$ cat src/logic/tcc_map.svh
// Purpose: Offsets, field codes, reset values and timing counts of the thermal control logic
// Assumes: 100 MHz system clock; temperatures in signed tenths of a degree
// Notes:   Definitions only
`ifndef TCC_MAP_SVH
`define TCC_MAP_SVH

// Clock and time bases
`define TCC_CLK_HZ          100000000
`define TCC_RAMP_TICK_MS    1
`define TCC_RAMP_TICK_CYC   ((`TCC_CLK_HZ / 1000) * `TCC_RAMP_TICK_MS)
`define TCC_RAMP_MS_PER_MIN 17'h0ea60
`define TCC_SLOW_PWM_HZ     3
`define TCC_SLOW_PWM_STEPS  16
`define TCC_SLOW_STEP_CYC   (`TCC_CLK_HZ / (`TCC_SLOW_PWM_HZ * `TCC_SLOW_PWM_STEPS))
`define TCC_FAN_UNIT_MS     250
`define TCC_FAN_UNIT_CYC    ((`TCC_CLK_HZ / 1000) * `TCC_FAN_UNIT_MS)

// Entry limits
`define TCC_GAIN_MAX        7'h3f
`define TCC_CLAMP_MAX       10'h3e7
`define TCC_CLAMP_SCALE     14'h000a
`define TCC_PWM_LIM_MAX     8'h7f
`define TCC_PWM_LIM_SLOW    7'h01
`define TCC_FAN_DLY_MAX     7'h78

// Temperature codes, tenths of a degree
`define TCC_TEMP_DISABLE    16'shfc19
`define TCC_TEMP_REJ_LO     16'shfc1a
`define TCC_TEMP_REJ_HI     16'shfd12
`define TCC_TEMP_RANGE_LO   16'shfd12
`define TCC_TEMP_RANGE_HI   16'sh06d6
`define TCC_OFFSET_NEG_ZERO 16'shffff

// Filter time constants in seconds, selector 0 to 5
`define TCC_FILT_0          6'h01
`define TCC_FILT_1          6'h02
`define TCC_FILT_2          6'h05
`define TCC_FILT_3          6'h0a
`define TCC_FILT_4          6'h14
`define TCC_FILT_5          6'h32

// Reset values
`define TCC_RST_TEMP        16'sh0000
`define TCC_RST_FILT        6'h01

`endif

$ cat src/logic/tcc_pkg.sv
// Purpose: Types shared by the thermal control logic
// Assumes: Constants live in tcc_map.svh
// Notes:   Temperatures are signed tenths of a degree
package tcc_pkg;

	typedef logic signed [15:0] tcc_temp_t;

	typedef enum logic [1:0] {
		TCC_SENS_PT100   = 2'h0,
		TCC_SENS_PT1000  = 2'h1,
		TCC_SENS_SPECIAL = 2'h2,
		TCC_SENS_BAD     = 2'h3
	} tcc_sensor_kind_t;

	typedef enum logic [1:0] {
		TCC_AUXIN_OFF  = 2'h0,
		TCC_AUXIN_ON   = 2'h1,
		TCC_AUXIN_DUAL = 2'h2,
		TCC_AUXIN_RSVD = 2'h3
	} tcc_aux_in_mode_t;

	typedef enum logic {
		TCC_AUXOUT_OUT_OF_BAND = 1'b0,
		TCC_AUXOUT_GOOD        = 1'b1
	} tcc_aux_out_mode_t;

	typedef enum logic [1:0] {
		TCC_DZ_OFF,
		TCC_DZ_LOW,
		TCC_DZ_HIGH
	} tcc_dz_state_t;

	typedef struct packed {
		logic [6:0]  cnt;
		logic [24:0] unit_cnt;
		logic        level;
	} tcc_persist_state_t;

	typedef struct packed {
		tcc_temp_t        sp;
		logic             sp_init;
		logic [16:0]      tick_cnt;
		logic [16:0]      acc;
		tcc_dz_state_t    dz;
		logic             fan_req;
		logic [6:0]       pwm_cnt;
		logic [21:0]      slow_cnt;
		logic [3:0]       slow_step;
		logic [5:0]       filt_s;
		tcc_sensor_kind_t kind;
		logic [5:0]       pgain;
		logic [5:0]       igain;
		logic [5:0]       dgain;
		logic [13:0]      clamp;
		logic [6:0]       pwm_lim;
		tcc_temp_t        s2c;
		tcc_temp_t        s3c;
		logic             ctl_en;
		logic             power;
		logic             use_sv2;
		logic             range_err;
		logic             supply_err;
		logic             sens_err;
		logic             lim_cfg_err;
		logic             aux_out;
		logic             dz_inside;
	} tcc_state_t;

endpackage

$ cat src/logic/tcc_thermal_ctrl.sv
// Purpose: Configuration-driven supervision of a temperature controller
// Assumes: Sensor values are corrected, signed tenths of a degree, synchronous to sys_clk
// Notes:   The control law itself sits outside; this block gates, limits and ramps
`timescale 1ns/1ps
`include "tcc_map.svh"
module tcc_thermal_ctrl
	import tcc_pkg::*;
#(
	parameter int RAMP_TICK_CYC = `TCC_RAMP_TICK_CYC,
	parameter int SLOW_STEP_CYC = `TCC_SLOW_STEP_CYC,
	parameter int FAN_UNIT_CYC  = `TCC_FAN_UNIT_CYC
) (
	input  wire logic              sys_clk,
	input  wire logic              rst,
	input  wire logic              config_mode,
	input  wire logic              sample_valid,
	input  wire tcc_temp_t         sensor1_temp,
	input  wire tcc_temp_t         sensor2_temp,
	input  wire tcc_temp_t         sensor3_temp,
	input  wire logic [2:0]        filter_sel,
	input  wire logic [1:0]        sensor_sel,
	input  wire logic              heater_mode,
	input  wire tcc_aux_in_mode_t  aux_in_mode,
	input  wire logic              aux_in,
	input  wire tcc_aux_out_mode_t aux_out_mode,
	input  wire tcc_temp_t         set_value1,
	input  wire tcc_temp_t         set_value2,
	input  wire logic [6:0]        tolerance_range,
	input  wire logic [6:0]        alarm_range,
	input  wire logic [6:0]        proportional_gain_entry,
	input  wire logic [6:0]        integral_gain_entry,
	input  wire logic [6:0]        derivative_gain_entry,
	input  wire logic [9:0]        integral_clamp_entry,
	input  wire logic [7:0]        pwm_limit_entry,
	input  wire logic [6:0]        power_demand,
	input  wire logic [6:0]        ramp_rate,
	input  wire tcc_temp_t         s2_limit,
	input  wire tcc_temp_t         s3_limit,
	input  wire logic              s2_offset_neg,
	input  wire logic [6:0]        s2_offset_mag,
	input  wire logic              s3_offset_neg,
	input  wire logic [6:0]        s3_offset_mag,
	input  wire tcc_temp_t         fan_lower,
	input  wire tcc_temp_t         fan_upper,
	input  wire logic [6:0]        fan_hyst,
	input  wire logic [6:0]        fan_delay,
	input  wire tcc_temp_t         dz_lower,
	input  wire tcc_temp_t         dz_upper,
	input  wire logic [6:0]        dz_hyst,
	input  wire logic [8:0]        supply_voltage,
	input  wire logic [8:0]        supply_lower,
	input  wire logic [8:0]        supply_upper,
	output logic [5:0]             filter_seconds,
	output tcc_sensor_kind_t       sensor_kind,
	output logic [5:0]             proportional_gain,
	output logic [5:0]             integral_gain,
	output logic [5:0]             derivative_gain,
	output logic [13:0]            integral_clamp,
	output logic [6:0]             pwm_limit,
	output tcc_temp_t              setpoint_internal,
	output tcc_temp_t              s2_corrected,
	output tcc_temp_t              s3_corrected,
	output logic                   use_set_value2,
	output logic                   control_enable,
	output logic                   power_out,
	output logic                   range_error,
	output logic                   supply_fault,
	output logic                   sensor_fault,
	output logic                   limit_cfg_error,
	output logic                   aux_out,
	output logic                   dead_zone_inside,
	output logic                   fan_on
);
	tcc_state_t cur;
	tcc_state_t next_cur;
	logic       fan_level;

	// Sign-magnitude offset to signed tenths, never negative zero
	function automatic tcc_temp_t offset_val(input logic neg, input logic [6:0] mag);
		tcc_temp_t v;
		v = tcc_temp_t'({9'h000, mag});
		if (neg && mag == 7'h00) begin
			v = `TCC_OFFSET_NEG_ZERO;
		end else if (neg) begin
			v = -v;
		end
		return v;
	endfunction

	// Limit check: disabled code, rejected band, or live compare
	function automatic logic lim_rejected(input tcc_temp_t lim);
		return (lim >= `TCC_TEMP_REJ_LO) && (lim <= `TCC_TEMP_REJ_HI);
	endfunction

	function automatic logic sens_bad(input tcc_temp_t val, input tcc_temp_t lim);
		logic off;
		off = (lim == `TCC_TEMP_DISABLE) || lim_rejected(lim);
		return !off && ((val > lim) || (val < `TCC_TEMP_RANGE_LO) || (val > `TCC_TEMP_RANGE_HI));
	endfunction

	tcc_temp_t nominal;
	tcc_temp_t dev;
	tcc_temp_t dz_h;
	tcc_temp_t fan_h;
	logic      dz_disabled;
	logic      aux_gate;
	logic      dz_gate;
	logic [6:0] duty;
	logic      slow_mode;
	logic      next_use_sv2_sel;

	// Working values shared by the state update
	always_comb begin
		dz_h        = tcc_temp_t'({9'h000, dz_hyst});
		fan_h       = tcc_temp_t'({9'h000, fan_hyst});
		dz_disabled = (dz_lower == `TCC_TEMP_DISABLE) || (dz_upper == `TCC_TEMP_DISABLE);
		// Dual mode wins over the dead zone for the set value choice
		if (aux_in_mode == TCC_AUXIN_DUAL) begin
			next_use_sv2_sel = aux_in;
		end else begin
			next_use_sv2_sel = !dz_disabled && (cur.dz == TCC_DZ_HIGH);
		end
		nominal = next_use_sv2_sel ? set_value2 : set_value1;
		dev     = sensor1_temp - cur.sp;
		if (dev < 0) begin
			dev = -dev;
		end
		unique case (aux_in_mode)
			TCC_AUXIN_OFF:  aux_gate = !aux_in;
			TCC_AUXIN_ON:   aux_gate = aux_in;
			default:        aux_gate = 1'b1;
		endcase
		dz_gate   = dz_disabled || (cur.dz != TCC_DZ_OFF);
		duty      = (power_demand < cur.pwm_lim) ? power_demand : cur.pwm_lim;
		slow_mode = heater_mode && (cur.pwm_lim == `TCC_PWM_LIM_SLOW);
	end

	// Full next-state computation
	always_comb begin
		next_cur = cur;

		// Configuration decode
		unique case (filter_sel)
			3'h0:    next_cur.filt_s = `TCC_FILT_0;
			3'h1:    next_cur.filt_s = `TCC_FILT_1;
			3'h2:    next_cur.filt_s = `TCC_FILT_2;
			3'h3:    next_cur.filt_s = `TCC_FILT_3;
			3'h4:    next_cur.filt_s = `TCC_FILT_4;
			3'h5:    next_cur.filt_s = `TCC_FILT_5;
			default: next_cur.filt_s = cur.filt_s; // Unused codes keep the last constant
		endcase
		next_cur.kind = tcc_sensor_kind_t'(sensor_sel);
		// Over-range entries fall back to zero, which also switches the term off
		next_cur.pgain = (proportional_gain_entry > `TCC_GAIN_MAX) ? 6'h00
			: proportional_gain_entry[5:0];
		next_cur.igain = (integral_gain_entry > `TCC_GAIN_MAX) ? 6'h00
			: integral_gain_entry[5:0];
		next_cur.dgain = (derivative_gain_entry > `TCC_GAIN_MAX) ? 6'h00
			: derivative_gain_entry[5:0];
		next_cur.clamp = (integral_clamp_entry > `TCC_CLAMP_MAX) ? 14'h0000
			: 14'({4'h0, integral_clamp_entry} * `TCC_CLAMP_SCALE);
		if (next_cur.clamp == 14'h0000) begin
			next_cur.igain = 6'h00;
		end
		next_cur.pwm_lim = (pwm_limit_entry > `TCC_PWM_LIM_MAX) ? 7'h00
			: pwm_limit_entry[6:0];

		// Sensor correction and supervision
		next_cur.s2c = sensor2_temp + offset_val(s2_offset_neg, s2_offset_mag);
		next_cur.s3c = sensor3_temp + offset_val(s3_offset_neg, s3_offset_mag);
		next_cur.sens_err    = sens_bad(cur.s2c, s2_limit) || sens_bad(cur.s3c, s3_limit);
		next_cur.lim_cfg_err = lim_rejected(s2_limit) || lim_rejected(s3_limit);
		next_cur.range_err   = (sensor1_temp < `TCC_TEMP_RANGE_LO)
			|| (sensor1_temp > `TCC_TEMP_RANGE_HI);
		next_cur.supply_err  = (supply_voltage < supply_lower)
			|| (supply_voltage > supply_upper);

		// Set point ramp, paced by a millisecond tick and a per-minute accumulator
		if (!cur.sp_init) begin
			if (sample_valid) begin
				next_cur.sp      = sensor1_temp;
				next_cur.sp_init = 1'b1;
			end
		end else if (ramp_rate == 7'h00) begin
			next_cur.sp       = nominal;
			next_cur.acc      = 17'h00000;
			next_cur.tick_cnt = 17'h00000;
		end else if (cur.tick_cnt == 17'(RAMP_TICK_CYC - 1)) begin
			next_cur.tick_cnt = 17'h00000;
			if (cur.acc + {10'h000, ramp_rate} >= `TCC_RAMP_MS_PER_MIN) begin
				next_cur.acc = cur.acc + {10'h000, ramp_rate} - `TCC_RAMP_MS_PER_MIN;
				if (cur.sp < nominal) begin
					next_cur.sp = cur.sp + 16'sh0001;
				end else if (cur.sp > nominal) begin
					next_cur.sp = cur.sp - 16'sh0001;
				end
			end else begin
				next_cur.acc = cur.acc + {10'h000, ramp_rate};
			end
		end else begin
			next_cur.tick_cnt = cur.tick_cnt + 17'h00001;
		end

		// Dead zone on corrected sensor 2
		unique case (cur.dz)
			TCC_DZ_OFF: begin
				if (cur.s2c < dz_lower - dz_h) begin
					next_cur.dz = TCC_DZ_LOW;
				end else if (cur.s2c > dz_upper + dz_h) begin
					next_cur.dz = TCC_DZ_HIGH;
				end
			end
			TCC_DZ_LOW: begin
				if (cur.s2c > dz_lower + dz_h) begin
					next_cur.dz = TCC_DZ_OFF;
				end
			end
			TCC_DZ_HIGH: begin
				if (cur.s2c < dz_upper - dz_h) begin
					next_cur.dz = TCC_DZ_OFF;
				end
			end
			default: next_cur.dz = TCC_DZ_OFF;
		endcase
		if (dz_disabled) begin
			next_cur.dz = TCC_DZ_OFF;
		end
		next_cur.dz_inside = !dz_disabled && (next_cur.dz == TCC_DZ_OFF);

		// Fan request with hysteresis on sensor 3, independent of the dead zone
		if (cur.s3c > fan_upper + fan_h) begin
			next_cur.fan_req = 1'b1;
		end else if (cur.s3c < fan_lower - fan_h) begin
			next_cur.fan_req = 1'b0;
		end

		// PWM time bases run freely so a duty change takes effect mid-period
		next_cur.pwm_cnt = cur.pwm_cnt + 7'h01;
		if (cur.slow_cnt == 22'(SLOW_STEP_CYC - 1)) begin
			next_cur.slow_cnt  = 22'h000000;
			next_cur.slow_step = cur.slow_step + 4'h1;
		end else begin
			next_cur.slow_cnt = cur.slow_cnt + 22'h000001;
		end

		// Output gating
		next_cur.use_sv2 = next_use_sv2_sel;
		next_cur.ctl_en  = !config_mode && aux_gate && dz_gate && cur.sp_init;
		if (!next_cur.ctl_en || cur.range_err || cur.supply_err || cur.sens_err
			|| (cur.pwm_lim == 7'h00)) begin
			next_cur.power = 1'b0;
		end else if (slow_mode) begin
			next_cur.power = cur.slow_step < power_demand[6:3];
		end else begin
			next_cur.power = cur.pwm_cnt < duty;
		end
		if (config_mode) begin
			next_cur.aux_out = 1'b0;
		end else if (aux_out_mode == TCC_AUXOUT_OUT_OF_BAND) begin
			next_cur.aux_out = dev > tcc_temp_t'({9'h000, alarm_range});
		end else begin
			next_cur.aux_out = dev <= tcc_temp_t'({9'h000, tolerance_range});
		end
	end

	// State register
	always_ff @(posedge sys_clk) begin
		if (rst) begin
			cur        <= '0;
			cur.filt_s <= `TCC_RST_FILT;
			cur.sp     <= `TCC_RST_TEMP;
		end else begin
			cur <= next_cur;
		end
	end

	// Fan switching delay in 250 ms units
	tcc_persist #(
		.UNIT_CYC (FAN_UNIT_CYC)
	) u_fan_delay (
		.sys_clk     (sys_clk),
		.rst         (rst),
		.request     (cur.fan_req),
		.delay_units (fan_delay),
		.level       (fan_level)
	);

	// Outputs
	assign filter_seconds    = cur.filt_s;
	assign sensor_kind       = cur.kind;
	assign proportional_gain = cur.pgain;
	assign integral_gain     = cur.igain;
	assign derivative_gain   = cur.dgain;
	assign integral_clamp    = cur.clamp;
	assign pwm_limit         = cur.pwm_lim;
	assign setpoint_internal = cur.sp;
	assign s2_corrected      = cur.s2c;
	assign s3_corrected      = cur.s3c;
	assign use_set_value2    = cur.use_sv2;
	assign control_enable    = cur.ctl_en;
	assign power_out         = cur.power;
	assign range_error       = cur.range_err;
	assign supply_fault      = cur.supply_err;
	assign sensor_fault      = cur.sens_err;
	assign limit_cfg_error   = cur.lim_cfg_err;
	assign aux_out           = cur.aux_out;
	assign dead_zone_inside  = cur.dz_inside;
	assign fan_on            = fan_level && !config_mode;
endmodule

$ cat src/logic/tcc_persist.sv
// Purpose: Passes a requested level on only after it has stood for a set number of time units
// Assumes: Request is synchronous to sys_clk
// Notes:   A delay of zero follows the request on the next edge
`timescale 1ns/1ps
`include "tcc_map.svh"
module tcc_persist
	import tcc_pkg::*;
#(
	parameter int UNIT_CYC = `TCC_FAN_UNIT_CYC
) (
	input  wire logic       sys_clk,
	input  wire logic       rst,
	input  wire logic       request,
	input  wire logic [6:0] delay_units,
	output logic            level
);
	tcc_persist_state_t cur;
	tcc_persist_state_t next_cur;

	// Timer restarts whenever the request agrees with the output again
	always_comb begin
		next_cur = cur;
		if (request == cur.level) begin
			next_cur.cnt      = 7'h00;
			next_cur.unit_cnt = 25'h0000000;
		end else if (cur.cnt >= delay_units) begin
			next_cur.level    = request;
			next_cur.cnt      = 7'h00;
			next_cur.unit_cnt = 25'h0000000;
		end else if (cur.unit_cnt == 25'(UNIT_CYC - 1)) begin
			next_cur.unit_cnt = 25'h0000000;
			next_cur.cnt      = cur.cnt + 7'h01;
		end else begin
			next_cur.unit_cnt = cur.unit_cnt + 25'h0000001;
		end
	end

	// State register
	always_ff @(posedge sys_clk) begin
		if (rst) begin
			cur <= '0;
		end else begin
			cur <= next_cur;
		end
	end

	assign level = cur.level;
endmodule

$ cat config.mk
export PLATFORM = sky130hd
export DESIGN_NAME = tcc_thermal_ctrl
export DESIGN_NICKNAME = d
export VERILOG_FILES = /design/src/logic/tcc_pkg.sv /design/src/logic/tcc_thermal_ctrl.sv /design/src/logic/tcc_persist.sv
export VERILOG_INCLUDE_DIRS = /design/src /design/src/logic
export SDC_FILE = /design/constraint.sdc
export NUM_CORES = 1
export LEC_CHECK = 0
export ABC_CLOCK_PERIOD_IN_PS = 5900
export BUFFER_PORTS_ARGS = -buffer_cell sky130_fd_sc_hd__clkbuf_2
export CAP_MARGIN = 10
export CORE_MARGIN = 2
export CORE_UTILIZATION = 55
export DETAILED_ROUTE_END_ITERATION = 8
export PLACE_DENSITY = 0.92
export SETUP_SLACK_MARGIN = 0.2
export SLEW_MARGIN = 10
export SYNTH_ARGS = -nofsm -noshare
export SYNTH_HDL_FRONTEND = slang
export SYNTH_SLANG_ARGS = --single-unit
$ cat constraint.sdc
create_clock -name sys_clk -period 5.9 [get_ports sys_clk]
set_input_delay 0.59 -clock sys_clk [delete_from_list [all_inputs] [get_ports sys_clk]]
set_output_delay 0.59 -clock sys_clk [all_outputs]
set_load 0.03 [all_outputs]
# After elaboration in Yosys (flattened, before gate mapping)
# Index checks and enable logic that the tools add are counted.
[classes]
add_sub_neg = 22
order_cmp = 35
reduce_logical = 61
n_bitwise = 1
eq_ne = 21
n_mul = 1
muxes = 33
[ops]
columns = ["op", "n"]
rows = [
  ["16-bit two-way mux", 12],
  ["16-bit greater-than comparator", 6],
  ["17-bit two-way mux", 4],
  ["16-bit by 11-bit equality test with 1-bit output (second input constant)", 4],
  ["16-bit < comparator", 4],
  ["16-bit by 8-bit adder with 16-bit output", 3],
  ["16-bit by 12-bit greater-than comparator with 1-bit output (second input constant)", 3],
  ["16-bit by 11-bit < comparator with 1-bit output (second input constant)", 3],
  ["16-bit by 8-bit subtractor with 16-bit output", 3],
  ["6-bit case mux with 6 select lines", 1],
  ["34-bit two-way mux", 1],
  ["16-bit adder", 2],
  ["16-bit by 11-bit >= comparator with 1-bit output (second input constant)", 2],
  ["16-bit by 11-bit less-or-equal comparator with 1-bit output (second input constant)", 2],
  ["7-bit negator with 16-bit output", 2],
  ["7-bit logical NOT", 4],
  ["25-bit by 1-bit adder with 25-bit output (second input constant)", 1],
  ["25-bit equality test (second input constant)", 1],
  ["22-bit by 1-bit adder with 22-bit output (second input constant)", 1],
  ["22-bit by 21-bit equality test with 1-bit output (second input constant)", 1],
  ["7-bit by 6-bit greater-than comparator with 1-bit output (second input constant)", 3],
  ["17-bit by 1-bit adder with 17-bit output (second input constant)", 1],
  ["17-bit by 7-bit adder with 17-bit output", 1],
  ["17-bit equality test (second input constant)", 1],
  ["48 further kinds", 108],
]
[word_totals]
regBits = 208
out_inout_bits = 105
word_cells = 204

# Logic depth before layout (Yosys ltp)
[logic_depth]
word_depth = 13
ltp_mapped = 27
depth_no_buf = 24

# By module
# From an unflattened synthesis, not the netlist that was laid out.
[unflattened]
hier_cells = 2634
hier_area_um2 = 20746.1
[by_module_without_submodules]
columns = ["module", "area_per_inst_um2", "seq_area_each_um2", "cells_per_inst", "instances"]
rows = [
  ["tcc_thermal_ctrl", 19037.0, 3483.3, 2438, 1],
  ["tcc_persist", 1709.1, 660.6, 196, 1],
]

# Least setup slack after synthesis
# No wires, ideal clock.
[synth_path]
kind = "input to register"
startpoint = "input dz_lower[10]"
endpoint = "register cur (netlist bit setpoint_internal[8])"
arrival_time_ns = 5.219
cell_stages = 26
setup_time_ns = 0.086
setup_slack_ns = 0.595
cell_sequence = "clkbuf_1 > and3_1 > nand3_1 > o22ai_1 > nor4b_1 > a21o_1 > buf_2 > buf_2 > mux2i_1 > ha_1 > nand4_1 > nor3_1 > o21ai_0 > a32oi_1 > clkbuf_1 > buf_2 > xnor2_1 > ha_1 > nor4_1 > and2_1 > mux2i_1 > xnor2_1 > nand2_1 > o21ai_0 > a22oi_1 > a211oi_1"
[synth_via]
elab_chain_len = 12
elab_cells_between_ends = 15
classes_between = "2 x order compare; 2 x eq/ne; 7 x mux; 4 x reduce/logical"
[synth_lines]
columns = ["item", "line_no", "text"]
rows = [
  ["start, declared", "tcc_thermal_ctrl.sv:47", "input wire tcc_temp_t dz_lower,"],
  ["16-bit by 11-bit equality test with 1-bit output (no source line) (*)", "n/a", ""],
  ["1-bit logical OR (*)", "tcc_thermal_ctrl.sv:116", "dz_disabled = (dz_lower == `TCC_TEMP_DISABLE) || (dz_upper == `TCC_TEMP_DISABLE);"],
  ["1-bit logical NOT (*)", "tcc_thermal_ctrl.sv:121", "next_use_sv2_sel = !dz_disabled && (cur.dz == TCC_DZ_HIGH);"],
  ["1-bit logical AND (*)", "tcc_thermal_ctrl.sv:121", ""],
  ["1-bit two-way mux (*)", "tcc_thermal_ctrl.sv:118", "if (aux_in_mode == TCC_AUXIN_DUAL) begin"],
  ["16-bit two-way mux (*)", "tcc_thermal_ctrl.sv:123", "nominal = next_use_sv2_sel ? set_value2 : set_value1;"],
  ["16-bit < comparator", "tcc_thermal_ctrl.sv:192", "if (cur.sp < nominal) begin"],
  ["16-bit two-way mux", "tcc_thermal_ctrl.sv:192", ""],
  ["16-bit two-way mux", "tcc_thermal_ctrl.sv:190", "if (cur.acc + {10'h000, ramp_rate} >= `TCC_RAMP_MS_PER_MIN) begin"],
  ["16-bit two-way mux", "tcc_thermal_ctrl.sv:188", "end else if (cur.tick_cnt == 17'(RAMP_TICK_CYC - 1)) begin"],
  ["16-bit two-way mux", "tcc_thermal_ctrl.sv:184", "end else if (ramp_rate == 7'h00) begin"],
  ["16-bit two-way mux", "tcc_thermal_ctrl.sv:179", "if (!cur.sp_init) begin"],
  ["end signal, assigned", "tcc_thermal_ctrl.sv:273", "cur <= next_cur;"],
  ["end, declared", "tcc_thermal_ctrl.sv:74", "tcc_state_t cur;"],
]
# Mark *: on every way between the ends. The rest lies on a longest branch, timed or not. The select of a mux whose other input is x is not followed.
# A chain may end at the register's enable or synchronous reset.

# Final worst setup path
[layout_path]
startpoint = "input dz_lower[4]"
endpoint = "register cur (netlist bit setpoint_internal[8])"
# Same word-level chain as after synthesis.

==> out/qor.log <==
[sta] Tcrit/Tclk final 88.08%
[power] proportion of power drawn by flip-flops and latches 31.2%
[power] combinational cell fraction of total power 38.5%
[yosys] dominant cell type by area after synthesis sky130_fd_sc_hd__dfxtp_1
[floorplan] core region area 37310 um2
[critical_path] kind of start point of the critical path primary input
[clock_tree] clock tree from TritonCTS built
[placed_design] cell count after placement 3364
[route] routed vias/inst 5.830
[floorplan] DIE WIDTH 197.9 um
[yosys] proportion of netlist area held by the largest area contributor 20.05%
[clock_tree] cell at the root of the clock tree sky130_fd_sc_hd__clkbuf_16
[sta] Hold Worst Slack 0.2348 ns
[floorplan] Std-Cell Rows 71
[critical_path] Critical Path RT 6.36 ns
[cells_and_area] fraction of final layout cells with drive strength greater than 1 17.74%
[placed_design] RD Place Congestion 0.9912
[critical_path] top fanout value on the critical path 15
[route] Routed Antenna Nets 0
[power] largest voltage drop on the vdd net 196.4 uV
[global_route] global router's overall resource usage 28.83%
[route] overall via count from detail_route 19.87k
[placed_design] half-perimeter wire length after detailed placement 47070 um
[clock_tree] number of buffers added for setup after CTS 0
[cells_and_area] filler-free cell count of the finished design 3408
[route] TritonRoute pass-1 iters 5
[clock_tree] buffers from clock root to sink, at most 3
[sta] total of endpoints with negative setup slack in the final report 0
[yosys] number of synthesized flops with an enable pin 0
[yosys] register bit total from synthesis 207
[floorplan] die height 197.9 um
[global_route] antenna violations before repair 3
[route] Routed WL 58920 um
[sta] Highest Clock Rate 0.1924 GHz
[yosys] sequential cell area fraction in the yosys report 20.05%
[job] max-cap violations 0
[yosys] most instantiated library cell after synthesis sky130_fd_sc_hd__ha_1
[yosys] most used flip-flop cell after synthesis sky130_fd_sc_hd__dfxtp_1
[yosys] cell count after synthesis 2623
[global_route] total global routing overflow 0
[outcome] outcome completed
[sta] Total Negative Setup Slacks 0 ns
[floorplan] Die ar. 39150 um2
[sta] Final Hold Viols 0
[clock_tree] maximum level of the CTS H-tree 1
[floorplan] initial core utilization 55.40%
[power] net switching share of the total power 37.29%
[sta] tightest slew margin relative to the limit 13.93%
[route] number of violations reported at the end of detailed-routing iteration 0 1106
[yosys] Yosys warnings 0
[yosys] top cells by area, synth sky130_fd_sc_hd__dfxtp_1 (20%), sky130_fd_sc_hd__ha_1 (19%), sky130_fd_sc_hd__xnor2_1 (5.8%), sky130_fd_sc_hd__nor2_1 (5.3%), sky130_fd_sc_hd__xor2_1 (4.1%)
[power] cell-internal power 0.003311 W
[power] clock power share 30.4%
[yosys] post-synthesis instance area 20670 um2
[yosys] cell types with the highest counts after synthesis sky130_fd_sc_hd__ha_1 (318), sky130_fd_sc_hd__nor2_1 (293), sky130_fd_sc_hd__dfxtp_1 (207)
[sta] Final Critical Period 5.197 ns
[power] leakage power 11.14 nW
[critical_path] arrival time of the worst setup path 5.66 ns
[cells_and_area] layout-stage area growth over the synthesis result 12.79%
[clock_tree] number of hold-repair buffers added at the cts stage 0
[clock_tree] clock latency of the later-clocked register in the worst-skew pair 0.55 ns
[yosys] Cell variety after synth 84
[floorplan] number of top-level pins 426
[route] WL/cell 17.29 um
[global_route] global-route wire length before repair 92050 um
[hold_path] Min-Delay Path Class in -> reg
[critical_path] Critical Path End Type flip-flop
[cells_and_area] number of nets in the layout 3567
[placed_design] count of input and output buffers 424
[clock_tree] Num CTS Buffers 25
[power] total net switching power 0.001969 W
[route] drc violations 0
[clock_tree] Clock Sink Count 207
[sta] worst slew pin tran 1.288 ns
[sta] RSZ-0062 raised after global routing no
[global_route] largest net degree at the start of global routing 51
[power] total power draw 0.005280 W
[power] power density over the cells 226.4 nW/um2
[yosys] proportion of register bits with asynchronous set or reset after synthesis 0%
[sta] max-slew violations 0
[global_route] via count of the first global-routing pass 18.65k
[clock_tree] Reg clk slew, reported paths 0.06 ns
[yosys] Syn Area/Cell 7.881 um2
[critical_path] category of the most critical setup path in -> reg
[clock_tree] # resized after CTS 0
[sta] clock tree skew after final layout 0.02156 ns
[yosys] syn_nets 3273
final timing paths:
check / end / slack [ns] / cells after the start / start
worst max-delay path: setpoint_internal[8]$_SDFFE_PP0P_ / 0.70 / 23 / dz_lower[4]
worst min-delay path: pwm_limit[6]$_SDFF_PP0_ / 0.23 / 2 / pwm_limit_entry[6]
worst max register to register: aux_out$_SDFF_PP0_ / 1.11 / 22 / setpoint_internal[1]$_SDFFE_PP0P_
worst min register to register: u_fan_delay.cur[1]$_SDFF_PP0_ / 0.47 / 1 / u_fan_delay.cur[1]$_SDFF_PP0_
cells by family after synthesis:
| family | after synthesis | synth area share, % |
|---|---|---|
| compound gates | 554 | 17.96 |
| xor+xnor | 234 | 9.915 |
| fa+ha+maj | 329 | 20.31 |
| buf+inv | 366 | 8.529 |
| flops | 207 | 20.05 |
| mux | 37 | 1.822 |
| other cells | 1 | 0.01814 |
| simple gates | 895 | 21.40 |
cell type report:
cell class	instances	area [um2]
clock inverter	12	168.9
timing repair buffer	435	2207
antenna	2	5.005
sequential	207	4144
fill	3130	14000
multi-input combinational	2050	14770
tap	474	593.1
clock buffer	30	684.4
inverter	198	743.2
cell usage in the layout, fill, tap and decap left out, types with 9 or more instances in the layout:
cell | Yosys | final
sky130_fd_sc_hd__nor2_1 | 293 | 293
sky130_fd_sc_hd__clkbuf_16 | 0 | 25
sky130_fd_sc_hd__fa_1 | 11 | 11
sky130_fd_sc_hd__nand2b_1 | 37 | 37
sky130_fd_sc_hd__or3_1 | 13 | 13
sky130_fd_sc_hd__and2_1 | 28 | 28
sky130_fd_sc_hd__nand4_1 | 59 | 59
sky130_fd_sc_hd__o21bai_1 | 23 | 23
sky130_fd_sc_hd__xnor2_1 | 138 | 138
sky130_fd_sc_hd__mux2i_1 | 32 | 32
sky130_fd_sc_hd__nor4b_1 | 12 | 12
sky130_fd_sc_hd__a21o_1 | 71 | 71
sky130_fd_sc_hd__a211oi_2 | 13 | 13
sky130_fd_sc_hd__o2111ai_1 | 9 | 9
sky130_fd_sc_hd__o21ai_0 | 106 | 105
sky130_fd_sc_hd__and3_1 | 41 | 41
sky130_fd_sc_hd__nand2_1 | 147 | 147
sky130_fd_sc_hd__a31oi_1 | 14 | 14
sky130_fd_sc_hd__nor2b_1 | 40 | 40
sky130_fd_sc_hd__inv_1 | 198 | 198
sky130_fd_sc_hd__nor3_1 | 71 | 70
sky130_fd_sc_hd__dfxtp_1 | 207 | 207
sky130_fd_sc_hd__buf_4 | 97 | 12
sky130_fd_sc_hd__a22oi_1 | 14 | 14
sky130_fd_sc_hd__a21oi_1 | 145 | 145
sky130_fd_sc_hd__xor2_1 | 96 | 96
sky130_fd_sc_hd__nor4_1 | 26 | 26
sky130_fd_sc_hd__o211ai_1 | 17 | 17
sky130_fd_sc_hd__o21a_1 | 40 | 40
sky130_fd_sc_hd__ha_1 | 318 | 318
sky130_fd_sc_hd__clkbuf_2 | 0 | 423
sky130_fd_sc_hd__nand3_1 | 86 | 86
power by group through the flow:
stage	Combinational (W)	Clock (W)	Sequential, W
global placement	0.00194	0	0.00167
CTS	0.00201	0.00164	0.00164
global route	0.00227	0.00170	0.00165
detailed placement	0.00199	0	0.00167
finish	0.00203	0.00160	0.00165
floorplan	0.00155	0	0.00160
metrics by stage:
step	utilization [%]	worst slack (ns)	instance area, um2
after floorplan	-	0.5953	20670
after global placement	60.17	0.3410	22450
after detailed placement	60.17	0.2483	22450
after CTS	62.46	0.7965	23300
after global routing	62.49	0.3455	23310
final	62.49	0.7033	23310
sequential cells by signal, summed over array words and instances (netlist names), 2 cells and up:
signal / cells
cur: 71
u_fan_delay.cur: 32
s2_corrected: 16
s3_corrected: 16
setpoint_internal: 16
integral_clamp: 13
pwm_limit: 7
derivative_gain: 6
filter_seconds: 6
integral_gain: 6
proportional_gain: 6
sensor_kind: 2
per-layer routing:
metal / wire length [um] / global-route usage (%) / up-vias
met5: 13 / 0 / -
met2: 26950 / 48.88 / 780
li1: - / - / 9771
met1: 24100 / 34.80 / 9134
met4: 2866 / 13.31 / 2
met3: 4983 / 6.302 / 182
critical path, cell delays in order:
cell and delay [ns]:
sky130_fd_sc_hd__clkbuf_2 0.11, sky130_fd_sc_hd__nor4bb_1 0.54, sky130_fd_sc_hd__nand3_1 0.16, sky130_fd_sc_hd__o22ai_1 0.35, sky130_fd_sc_hd__nor4b_1 0.10, sky130_fd_sc_hd__a21o_1 0.47, sky130_fd_sc_hd__mux2i_1 0.34, sky130_fd_sc_hd__ha_1 0.29
sky130_fd_sc_hd__a21o_1 0.19, sky130_fd_sc_hd__a21o_1 0.18, sky130_fd_sc_hd__a21o_1 0.19, sky130_fd_sc_hd__a2bb2oi_1 0.15, sky130_fd_sc_hd__a32oi_1 0.15, sky130_fd_sc_hd__xnor2_1 0.17, sky130_fd_sc_hd__ha_1 0.25, sky130_fd_sc_hd__nor4_1 0.41
sky130_fd_sc_hd__and2_1 0.19, sky130_fd_sc_hd__mux2i_1 0.09, sky130_fd_sc_hd__xnor2_1 0.18, sky130_fd_sc_hd__nand2_1 0.08, sky130_fd_sc_hd__o21ai_0 0.12, sky130_fd_sc_hd__a22oi_1 0.10, sky130_fd_sc_hd__a211oi_1 0.26
Power figures use the tool's default switching activity.
